## src/hw/vcp_pkg.sv

```systemverilog
package vcp_pkg;

  // ==========================================================
  // sizes
  localparam int unsigned NUM_PORTS = 4;
  localparam int unsigned PORT_W    = 2;
  localparam int unsigned ADDR_W    = 8;

  // ==========================================================
  // feature bits offered by the device
  localparam int unsigned FEAT_SIZE      = 0;
  localparam int unsigned FEAT_MULTIPORT = 1;
  localparam int unsigned FEAT_EARLY_WR  = 2;
  localparam logic [31:0] FEAT_OFFERED   = 32'h0000_0007;

  // ==========================================================
  // register byte offsets
  localparam logic [ADDR_W-1:0] OFS_FEATURES   = 8'h00;
  localparam logic [ADDR_W-1:0] OFS_DRV_FEAT   = 8'h04;
  localparam logic [ADDR_W-1:0] OFS_CONS_SIZE  = 8'h08;  // console_columns [15:0], console_rows [31:16]
  localparam logic [ADDR_W-1:0] OFS_PORT_LIMIT = 8'h0C;
  localparam logic [ADDR_W-1:0] OFS_EARLY_CHAR = 8'h10;
  localparam logic [ADDR_W-1:0] OFS_CFG_GEN    = 8'h14;
  localparam logic [ADDR_W-1:0] OFS_QUEUES     = 8'h18;
  localparam logic [ADDR_W-1:0] OFS_PORT_STATE = 8'h1C;
  localparam logic [ADDR_W-1:0] OFS_CRX_PORT   = 8'h20;
  localparam logic [ADDR_W-1:0] OFS_CRX_MSG    = 8'h24;
  localparam logic [ADDR_W-1:0] OFS_CRX_EXTRA  = 8'h28;
  localparam logic [ADDR_W-1:0] OFS_CRX_STAT   = 8'h2C;
  localparam logic [ADDR_W-1:0] OFS_CRX_DONE   = 8'h30;
  localparam logic [ADDR_W-1:0] OFS_CTX_PORT   = 8'h34;
  localparam logic [ADDR_W-1:0] OFS_CTX_MSG    = 8'h38;
  localparam logic [ADDR_W-1:0] OFS_TX_DATA    = 8'h3C;
  localparam logic [ADDR_W-1:0] OFS_RX_SEL     = 8'h40;
  localparam logic [ADDR_W-1:0] OFS_RX_DATA    = 8'h44;

  // ==========================================================
  // reset values and queue counts
  localparam logic [15:0] COLS_RESET   = 16'h0050;
  localparam logic [15:0] ROWS_RESET   = 16'h0018;
  localparam logic [31:0] QUEUES_BASE  = 32'h0000_0002;
  localparam logic [31:0] QUEUES_MULTI = 32'h0000_0002 * (NUM_PORTS + 1);
  localparam logic [31:0] PORT_LIMIT   = 32'h0000_0004;
  localparam logic [2:0]  EXTRA_RESIZE = 3'h4;
  localparam int unsigned RX_FULL_BIT  = 8;

  // ==========================================================
  // AHB-Lite encodings
  localparam logic [2:0] HSIZE_WORD = 3'h2;
  localparam int unsigned HTRANS_NSEQ_BIT = 1;

  // ==========================================================
  // control events
  typedef enum logic [15:0] {
    EV_DRV_READY   = 16'h0000,
    EV_PORT_ADD    = 16'h0001,
    EV_PORT_REMOVE = 16'h0002,
    EV_PORT_READY  = 16'h0003,
    EV_CONSOLE     = 16'h0004,
    EV_RESIZE      = 16'h0005,
    EV_PORT_OPEN   = 16'h0006,
    EV_PORT_NAME   = 16'h0007
  } vcp_event_t;

  // control message plus optional trailing bytes (resize counts or name)
  typedef struct packed {
    logic [31:0] port;
    logic [15:0] event_code;
    logic [15:0] value;
    logic [31:0] extra;
    logic [2:0]  extra_len;
  } vcp_ctl_msg_t;

  // byte stream beat for one port
  typedef struct packed {
    logic [PORT_W-1:0] port;
    logic [7:0]        data;
  } vcp_beat_t;

endpackage

```

## src/hw/vcp_console.sv

```systemverilog
// Operation
// - port 0 queues always; control and further port queues only with multiport
// - feature bit 0 offered: console column and row fields valid
// - feature bit 1 offered: port limit valid, control queues used
// - feature bit 2 offered: early character field valid
// - console columns and rows presented as two 16-bit little-endian fields
// - port limit presented as 32-bit little-endian field
// - early character write accepted any time, even unconfigured
// - only low byte of each early character write goes out
// - size fields updated before change notice; size is port 0's only (the code updates both on the same edge, for a resize on any port)
// - input data delivered through the port's receive slot, marked used
// - control message: 32-bit port, 16-bit event, 16-bit value, little-endian
// - device creates port with event 1, removes with event 2
// - never add an existing port or one at or above the limit
// - only remove a port previously added
// - device marks console ports with event 4; driver answers open with 1
// - resize is event 5 followed by 16-bit columns and rows
// - either side reports open state with event 6, 0 closed, 1 open
// - port name is event 7 followed by UTF-8 name without null
`timescale 1ns/1ps
module vcp_console (
  input  wire logic                  clk_i,
  input  wire logic                  rst_b_i,
  // AHB-Lite slave
  input  wire logic                  hsel_i,
  input  wire logic [31:0]           haddr_i,
  input  wire logic [1:0]            htrans_i,
  input  wire logic                  hwrite_i,
  input  wire logic [2:0]            hsize_i,
  input  wire logic [31:0]           hwdata_i,
  input  wire logic                  hready_i,
  output logic      [31:0]           hrdata_o,
  output logic                       hreadyout_o,
  output logic                       hresp_o,
  // backend command port (device-originated control events)
  input  wire logic                  cmd_valid_i,
  input  wire vcp_pkg::vcp_ctl_msg_t cmd_i,
  output logic                       cmd_ready_o,
  output logic                       cmd_err_o,
  // backend input stream
  input  wire logic                  rx_valid_i,
  input  wire vcp_pkg::vcp_beat_t    rx_beat_i,
  output logic [vcp_pkg::NUM_PORTS-1:0] rx_full_o,
  // driver output stream and early characters
  output logic                       tx_valid_o,
  output vcp_pkg::vcp_beat_t         tx_beat_o,
  output logic                       char_valid_o,
  output logic [7:0]                 char_o,
  // driver-originated control events and config change notice
  output logic                       drv_msg_valid_o,
  output vcp_pkg::vcp_ctl_msg_t      drv_msg_o,
  output logic                       drv_ready_o,
  output logic                       cfg_change_o
);
  import vcp_pkg::*;

  // ==========================================================
  // state
  logic [31:0]           drv_feat_reg;
  logic [15:0]           cols_reg;
  logic [15:0]           rows_reg;
  logic [31:0]           cfg_gen_reg;
  logic [NUM_PORTS-1:0]  exists_reg;
  logic [NUM_PORTS-1:0]  open_reg;
  logic [NUM_PORTS-1:0]  console_reg;
  vcp_ctl_msg_t          crx_reg;
  logic                  crx_valid_reg;
  logic [31:0]           ctx_port_reg;
  logic [PORT_W-1:0]     rx_sel_reg;
  logic [7:0]            rx_data_reg [NUM_PORTS];
  logic [NUM_PORTS-1:0]  rx_full_reg;
  logic                  wr_pend_reg;
  logic [ADDR_W-1:0]     wr_addr_reg;

  logic                  multiport;
  logic                  addr_ok;
  logic                  rd_go;
  logic                  wr_go;
  logic                  wr_now;
  logic [ADDR_W-1:0]     rd_addr;
  logic [31:0]           rd_data;
  logic                  cmd_take;
  logic                  cmd_ok;
  logic                  cmd_msg;
  logic [PORT_W-1:0]     cmd_port;
  logic                  cmd_in_range;
  logic                  crx_done;
  logic                  crx_valid_next;
  logic                  ctx_post;
  logic [PORT_W-1:0]     ctx_port;
  logic                  ctx_in_range;
  logic                  rx_pop;
  logic [PORT_W-1:0]     tx_port;
  logic                  tx_port_ok;

  // queues beyond port 0 only exist once multiport is negotiated
  assign multiport = drv_feat_reg[FEAT_MULTIPORT];

  // ==========================================================
  // AHB-Lite address phase: word transfers only, others ignored
  assign addr_ok = hsel_i & hready_i & htrans_i[HTRANS_NSEQ_BIT] & (hsize_i == HSIZE_WORD);
  assign rd_go   = addr_ok & ~hwrite_i;
  assign wr_go   = addr_ok & hwrite_i;
  assign rd_addr = haddr_i[ADDR_W-1:0];
  assign wr_now  = wr_pend_reg;

  // write address held into the data phase, where hwdata is valid
  always_ff @(posedge clk_i or negedge rst_b_i) begin
    if (!rst_b_i) begin
      wr_pend_reg <= 1'b0;
      wr_addr_reg <= '0;
    end else begin
      wr_pend_reg <= wr_go;
      wr_addr_reg <= rd_addr;
    end
  end

  // zero wait states, always OKAY; unmapped reads return zero
  always_ff @(posedge clk_i or negedge rst_b_i) begin
    if (!rst_b_i) begin
      hreadyout_o <= 1'b0;
      hresp_o     <= 1'b0;
      hrdata_o    <= '0;
    end else begin
      hreadyout_o <= 1'b1;
      hresp_o     <= 1'b0;
      if (rd_go) begin
        hrdata_o <= rd_data;
      end
    end
  end

  // ==========================================================
  // read mux, sampled at the address phase
  always_comb begin
    rd_data = '0;
    case (rd_addr)
      OFS_FEATURES:   rd_data = FEAT_OFFERED;
      OFS_DRV_FEAT:   rd_data = drv_feat_reg;
      OFS_CONS_SIZE:  rd_data = {rows_reg, cols_reg};
      OFS_PORT_LIMIT: rd_data = PORT_LIMIT;
      OFS_CFG_GEN:    rd_data = cfg_gen_reg;
      OFS_QUEUES:     rd_data = multiport ? QUEUES_MULTI : QUEUES_BASE;
      OFS_PORT_STATE: rd_data = {20'h0_0000, console_reg, open_reg, exists_reg};
      OFS_CRX_PORT:   rd_data = crx_reg.port;
      OFS_CRX_MSG:    rd_data = {crx_reg.value, crx_reg.event_code};
      OFS_CRX_EXTRA:  rd_data = crx_reg.extra;
      OFS_CRX_STAT:   rd_data = {28'h000_0000, crx_reg.extra_len, crx_valid_reg};
      OFS_CTX_PORT:   rd_data = ctx_port_reg;
      OFS_RX_SEL:     rd_data = {30'h0000_0000, rx_sel_reg};
      OFS_RX_DATA:    rd_data = {23'h00_0000, rx_full_reg[rx_sel_reg], rx_data_reg[rx_sel_reg]};
      default:        rd_data = '0;
    endcase
  end

  // ==========================================================
  // negotiated features; only offered bits stick
  always_ff @(posedge clk_i or negedge rst_b_i) begin
    if (!rst_b_i) begin
      drv_feat_reg <= '0;
    end else if (wr_now && wr_addr_reg == OFS_DRV_FEAT) begin
      drv_feat_reg <= hwdata_i & FEAT_OFFERED;
    end
  end

  // early characters bypass every queue and every negotiation step
  always_ff @(posedge clk_i or negedge rst_b_i) begin
    if (!rst_b_i) begin
      char_valid_o <= 1'b0;
      char_o       <= '0;
    end else begin
      char_valid_o <= wr_now && wr_addr_reg == OFS_EARLY_CHAR;
      if (wr_now && wr_addr_reg == OFS_EARLY_CHAR) begin
        char_o <= hwdata_i[7:0];
      end
    end
  end

  // ==========================================================
  // backend commands: checked, then posted to the control receive slot only with multiport
  assign cmd_port     = cmd_i.port[PORT_W-1:0];
  assign cmd_in_range = cmd_i.port < PORT_LIMIT;
  assign cmd_take     = cmd_valid_i & cmd_ready_o;

  always_comb begin
    cmd_ok  = 1'b0;
    cmd_msg = multiport;
    case (cmd_i.event_code)
      EV_PORT_ADD:    cmd_ok = multiport & cmd_in_range & ~exists_reg[cmd_port];
      EV_PORT_REMOVE: cmd_ok = multiport & cmd_in_range & exists_reg[cmd_port];
      EV_CONSOLE,
      EV_PORT_OPEN,
      EV_PORT_NAME:   cmd_ok = multiport & cmd_in_range & exists_reg[cmd_port];
      EV_RESIZE:      cmd_ok = 1'b1; // size update is legal even without multiport
      default:        cmd_ok = 1'b0;
    endcase
  end

  // the backend may only post while the control slot is empty
  assign crx_done       = wr_now && wr_addr_reg == OFS_CRX_DONE;
  assign crx_valid_next = (cmd_take & cmd_ok & cmd_msg) | (crx_valid_reg & ~crx_done);

  always_ff @(posedge clk_i or negedge rst_b_i) begin
    if (!rst_b_i) begin
      cmd_ready_o <= 1'b0;
      cmd_err_o   <= 1'b0;
    end else begin
      cmd_ready_o <= ~crx_valid_next;
      cmd_err_o   <= cmd_take & ~cmd_ok;
    end
  end

  // control receive slot; a new post wins over a same-cycle release
  always_ff @(posedge clk_i or negedge rst_b_i) begin
    if (!rst_b_i) begin
      crx_valid_reg <= 1'b0;
      crx_reg       <= '0;
    end else begin
      crx_valid_reg <= crx_valid_next;
      if (cmd_take && cmd_ok && cmd_msg) begin
        crx_reg       <= cmd_i;
        crx_reg.value <= (cmd_i.event_code == EV_PORT_OPEN) ? cmd_i.value : 16'h0000;
        if (cmd_i.event_code == EV_RESIZE) begin
          crx_reg.extra     <= {cmd_i.extra[31:16], cmd_i.extra[15:0]};
          crx_reg.extra_len <= EXTRA_RESIZE;
        end else if (cmd_i.event_code != EV_PORT_NAME) begin
          crx_reg.extra     <= '0;
          crx_reg.extra_len <= '0;
        end
      end
    end
  end

  // ==========================================================
  // console size: fields change in the same edge the notice rises
  always_ff @(posedge clk_i or negedge rst_b_i) begin
    if (!rst_b_i) begin
      cols_reg     <= COLS_RESET;
      rows_reg     <= ROWS_RESET;
      cfg_gen_reg  <= '0;
      cfg_change_o <= 1'b0;
    end else begin
      cfg_change_o <= cmd_take && cmd_ok && cmd_i.event_code == EV_RESIZE;
      if (cmd_take && cmd_ok && cmd_i.event_code == EV_RESIZE) begin
        cols_reg    <= cmd_i.extra[15:0];
        rows_reg    <= cmd_i.extra[31:16];
        cfg_gen_reg <= cfg_gen_reg + 32'h0000_0001;
      end
    end
  end

  // ==========================================================
  // driver control messages
  assign ctx_post     = wr_now && wr_addr_reg == OFS_CTX_MSG && multiport;
  assign ctx_port     = ctx_port_reg[PORT_W-1:0];
  assign ctx_in_range = ctx_port_reg < PORT_LIMIT;

  always_ff @(posedge clk_i or negedge rst_b_i) begin
    if (!rst_b_i) begin
      ctx_port_reg    <= '0;
      drv_msg_valid_o <= 1'b0;
      drv_msg_o       <= '0;
      drv_ready_o     <= 1'b0;
    end else begin
      if (wr_now && wr_addr_reg == OFS_CTX_PORT) begin
        ctx_port_reg <= hwdata_i;
      end
      drv_msg_valid_o <= ctx_post;
      if (ctx_post) begin
        drv_msg_o.port       <= ctx_port_reg;
        drv_msg_o.event_code <= hwdata_i[15:0];
        drv_msg_o.value      <= hwdata_i[31:16];
        drv_msg_o.extra      <= '0;
        drv_msg_o.extra_len  <= '0;
        if (hwdata_i[15:0] == EV_DRV_READY) begin
          drv_ready_o <= hwdata_i[16];
        end
      end
    end
  end

  // ==========================================================
  // port presence, console marks and open state from both sides
  always_ff @(posedge clk_i or negedge rst_b_i) begin
    if (!rst_b_i) begin
      exists_reg  <= '0;
      console_reg <= '0;
      open_reg    <= '0;
    end else begin
      if (ctx_post && ctx_in_range && hwdata_i[15:0] == EV_PORT_OPEN) begin
        open_reg[ctx_port] <= hwdata_i[16];
      end
      if (cmd_take && cmd_ok) begin
        case (cmd_i.event_code)
          EV_PORT_ADD: begin
            exists_reg[cmd_port] <= 1'b1;
          end
          EV_PORT_REMOVE: begin
            exists_reg[cmd_port]  <= 1'b0;
            console_reg[cmd_port] <= 1'b0;
            open_reg[cmd_port]    <= 1'b0;
          end
          EV_CONSOLE: begin
            console_reg[cmd_port] <= 1'b1;
          end
          EV_PORT_OPEN: begin
            open_reg[cmd_port] <= cmd_i.value[0];
          end
          default: begin
            open_reg[cmd_port] <= open_reg[cmd_port];
          end
        endcase
      end
    end
  end

  // ==========================================================
  // receive slots: one byte per port, freed when the driver reads it
  assign rx_pop = rd_go && rd_addr == OFS_RX_DATA;

  always_ff @(posedge clk_i or negedge rst_b_i) begin
    if (!rst_b_i) begin
      rx_sel_reg <= '0;
    end else if (wr_now && wr_addr_reg == OFS_RX_SEL) begin
      rx_sel_reg <= hwdata_i[PORT_W-1:0];
    end
  end

  // a byte for a port without a queue or with a full slot is dropped; a same-cycle read still frees the slot
  always_ff @(posedge clk_i or negedge rst_b_i) begin
    if (!rst_b_i) begin
      rx_full_reg <= '0;
      for (int i = 0; i < NUM_PORTS; i++) begin
        rx_data_reg[i] <= '0;
      end
    end else begin
      for (int i = 0; i < NUM_PORTS; i++) begin
        if (rx_valid_i && rx_beat_i.port == PORT_W'(i) && (i == 0 || multiport) && !rx_full_reg[i]) begin
          rx_data_reg[i] <= rx_beat_i.data;
          rx_full_reg[i] <= 1'b1;
        end else if (rx_pop && rx_sel_reg == PORT_W'(i)) begin
          rx_full_reg[i] <= 1'b0;
        end
      end
    end
  end

  always_ff @(posedge clk_i or negedge rst_b_i) begin
    if (!rst_b_i) begin
      rx_full_o <= '0;
    end else begin
      for (int i = 0; i < NUM_PORTS; i++) begin
        rx_full_o[i] <= (rx_full_reg[i] & ~(rx_pop && rx_sel_reg == PORT_W'(i)))
                      | (rx_valid_i && rx_beat_i.port == PORT_W'(i) && (i == 0 || multiport) && !rx_full_reg[i]);
      end
    end
  end

  // ==========================================================
  // transmit: port 0 always, other ports only with multiport
  assign tx_port    = hwdata_i[8 +: PORT_W];
  assign tx_port_ok = (tx_port == '0) | multiport;

  always_ff @(posedge clk_i or negedge rst_b_i) begin
    if (!rst_b_i) begin
      tx_valid_o <= 1'b0;
      tx_beat_o  <= '0;
    end else begin
      tx_valid_o <= wr_now && wr_addr_reg == OFS_TX_DATA && tx_port_ok;
      if (wr_now && wr_addr_reg == OFS_TX_DATA && tx_port_ok) begin
        tx_beat_o.port <= tx_port;
        tx_beat_o.data <= hwdata_i[7:0];
      end
    end
  end

endmodule

```

## config.mk

```make
export PLATFORM = sky130hd
export DESIGN_NAME = vcp_console
export DESIGN_NICKNAME = d
export VERILOG_FILES = /design/src/hw/vcp_pkg.sv /design/src/hw/vcp_console.sv
export SDC_FILE = /design/constraint.sdc
export NUM_CORES = 1
export LEC_CHECK = 0
export BUFFER_PORTS_ARGS = -buffer_cell sky130_fd_sc_hd__buf_4
export CAP_MARGIN = 20
export CORE_UTILIZATION = 32
export CTS_BUF_LIST = sky130_fd_sc_hd__clkbuf_8 sky130_fd_sc_hd__clkbuf_16
export DETAILED_ROUTE_END_ITERATION = 8
export PLACE_DENSITY = 0.59
export REMOVE_ABC_BUFFERS = 1
export SYNTH_ARGS = -nofsm -noshare
export SYNTH_HDL_FRONTEND = slang
export SYNTH_SLANG_ARGS = --single-unit
```

## constraint.sdc

```tcl
create_clock -name clk_i -period 2.2 [get_ports clk_i]
set_clock_uncertainty 0.05 [all_clocks]
set_input_delay 0 -clock clk_i [delete_from_list [all_inputs] [get_ports clk_i]]
set_output_delay 0 -clock clk_i [all_outputs]
set_load 0.01 [all_outputs]
```

==> summary.md <==
The flow ran to the end, but the final reports show violations. The final reports fail on negative hold slack, negative setup slack. Counting the buffers created by CTS gives 44. The combined area of the multi-input logic cells was 6700 um^2. A synthesized cell averages 12.5 um^2. For the sum of negative setup slack, the log shows -18.67 ns. The proportion of layout cells with a drive suffix above 1 was 38.6%. Setup repair after global routing could not meet its margin everywhere. Timing analysis after detailed placement gives a worst setup slack of -0.273 ns. The number of buffers inserted by port buffering was 285; the sequential cell area fraction in the yosys report was 57.7%. The synthesized design contains 384 register bits. The tools report the H-tree depth as 2. The logs give 4 for the hold violation count in the final report and 53,000 um^2 for the die area. For this block, the initial DRC count from the detailed router was 1,150.

The floorplan step defined a core boundary enclosing 51,400 um^2. STA classifies the critical path endpoint as a register. Counting flops with a built-in enable in the synthesized netlist gives 0. The filler cells instantiated in the layout total 4,643. The top achievable clock speed came out at 0.413 GHz.

In the routed design, unresolved DRC markers number 0. Clock root buffer: clkbuf_16. In this run the biggest area consumer among cell types represents 57.1% of the synthesized area. For this run, the post-layout net count is 2,056. The count of nets left with antenna violations once routing finished came out at 0.

The sequential cell area came out at 9620 um^2. The library cells used most frequently in the layout, excluding fill and tap cells, are buf_4 (382), dfrtp_1 (378), mux2_2 (186). The tools report the max-capacitance violation count as 0. Synthesized instance count: 1,335.

Power spread over the standard cell area amounts to 666 nW/um^2. In this run the critical register-to-register path is captured at crx_reg[75]. TritonCTS built the clock tree. The number of flip-flops under the largest register name was 99. Across the VDD grid, the largest voltage drop is 0.591 mV. The path type of the worst setup path is reg -> reg. The warning count from the yosys run was 0.

After floorplanning, the core was divided into 83 placement rows. The netlist uses 65 different library cells. The number of placed instances, taps included, is 2,335.

The library cell used most frequently in the layout, excluding fill and tap cells, is buf_4. Entering global routing, the biggest net connects 86 pins. The via count of the first global-routing pass is 13,800. After layout, the design draws a total of 15,800 uW.

The slew at the pin with the worst max-slew slack is 0.774 ns, and the vertical die dimension is 230 um. The final layout contains routed wiring with a total length of 55.9 mm. The area added between synthesis and finish is 42.7%.

dfrtp_1 takes more of the synthesized area than any other cell. After synthesis, the share of flip-flops with an asynchronous set or reset is 100%. The worst hold margin is -0.00456 ns, and the global router's overall resource usage is 20.7%.

The worst min-delay path category was in -> async. By area the synthesized netlist is led by dfrtp_1 (57%), mux2_2 (13%), nand2_1 (3.3%). Dividing the detail-routed wire length by the instance count gives 21.6 um. The post-layout minimum cycle time was 2.42 ns; the final cycle utilization of the critical path was 110%.

The worst setup margin is -0.222 ns. For the worst flop-to-flop path, the logic depth is 7. The minimum setup slack among reg-to-reg paths was -0.22 ns; the number of optimization iterations in the first detailed-route pass was 9.

The run gives 48.4% as the worst relative slew slack. Main flop type after synthesis: dfrtp_1. Of all nets on the critical path, the largest fanout is 12. In this run the static leakage power is 0.0116 uW.

Dividing the detail-routed via count by the number of cells gives 5.17. The clock drives 384 sinks. Summing over every cut layer, the via total after detailed routing is 13,400.

The final-report max-slew violation count is 0. For this configuration, the core starts out at a cell density of 32.4%. The largest buffer count on any clock path was 3; the remaining global-route overflow was 0. The die span in x came out at 230 um. The kind of start point of the critical path was a register.

The count of boundary I/O pins is 347, and the number of antenna violations at the first check in global routing is 3. The logs give 0.59 ns for the source-to-sink clock delay at the later pin of the worst-skew pair and 113 for the final number of setup-violating endpoints. The combined area of all synthesized cells is 16,700 um^2, and the critical path data arrival time is 2.84 ns. Summed over all nets, the half-perimeter wirelength after detailed placement is 37.5 mm.

For the count of non-filler cells in the finished layout, the log shows 2,585. The run gives 84.0 mm as the wire length of the first global-routing pass. Number of antenna diodes: 0.

Routability-driven placement finished with a final weighted congestion of 0.877. The tools report the data required time at the worst endpoint as 2.62 ns. Clock-pin slew was measured on the worst setup and hold paths at 0.06 ns.
## power by group
part           leakage, uW  switching [uW]  internal, uW
combinational      0.00566             552           659
sequential         0.00514             123          7220
clock             0.000762            3070          4200
total               0.0116            3750         12100
## layer usage
metal	share of wire [%]	wire, um	track usage (%)
met2	48	26800	34.1
met5	0.057	32	0
met1	43	24000	27.2
met3	6.0	3380	3.68
met4	3.0	1670	7.35
## critical path, stage by stage, from the launching register on
cell       delay [ns]
dfrtp_1          0.39
mux4_2           0.54
a2111oi_4        0.38
buf_4            0.17
o2111ai_4        0.12
buf_12           0.20
buf_16           0.16
mux2_2           0.27
## stage by stage
stage               cell area [um^2]  hold WS (ns)  util [%]
global placement               20300        0.0501      39.6
floorplan                      16200        -0.346         -
CTS                            23600        0.0155      45.9
global route                   23800        0.0576      46.2
finish                         23800      -0.00456      46.2
detailed placement             20300        0.0505      39.6
## cells in the mapped netlist, types with 4 or more instances
library cell  count
a21o_1           27
a21oi_1          30
a222oi_1         52
a22o_1           61
a22oi_1          15
a31oi_1           9
and2_1           24
and3_1            8
and4_1            8
buf_1             9
buf_2             7
buf_4            37
buf_6             5
clkbuf_1         61
dfrtp_1         380
dfstp_2           4
inv_1             6
mux2_2          187
mux2i_1           5
mux4_2           10
nand2_1         146
nand2b_1          6
nand3_1          22
nand4_1          19
nor2_1           35
nor3_1           12
nor4_1           24
nor4b_1          10
o21ai_0          23
or3_1             5
or4b_2            6
xnor2_1          20
xor2_1           12
## kinds of logic after synthesis
logic type      after synthesis  synth area share, %
compound gates              245                 11.7
simple gates                342                 10.5
flops                       384                 57.7
fa+ha+maj                     1               0.0751
buf+inv                     126                 3.95
other cells                   2               0.0451
mux                         203                 14.4
xor+xnor                     32                 1.68
## layout make-up
cell class	count	share of cell area, %
tap	680	3.58
timing repair buffer	573	21.6
inverter	7	0.111
clock inverter	28	0.884
clock buffer	53	5.15
multi-input combinational	860	28.2
sequential	384	40.5
## worst max path at each step
| stage | from | to | slack [ns] | depth (start not counted) |
|---|---|---|---|---|
| 2_1_floorplan | wr_addr_reg[6] | drv_ready_o | -1.81 | 4 |
| 3_3_place_gp | drv_feat_reg[1] | crx_reg[51] | -0.23 | 7 |
| 3_5_place_dp | drv_feat_reg[1] | crx_reg[40] | -0.27 | 8 |
| 4_1_cts | register | crx_reg[43] | -0.22 | 7 |
| 5_1_grt | register | crx_reg[44] | -0.31 | 7 |
| 6_report | register | crx_reg[75] | -0.22 | 7 |
## what timing repair did
action	in CTS	in global routing
cloned	3	4
hold endpoints to repair	650	0
pin swaps	4	22
gates resized for setup	29	28
endpoints found under the setup margin	124	163
setup buffers	3	3
hold buffers	157	0
(Power assumes the default switching activity.)
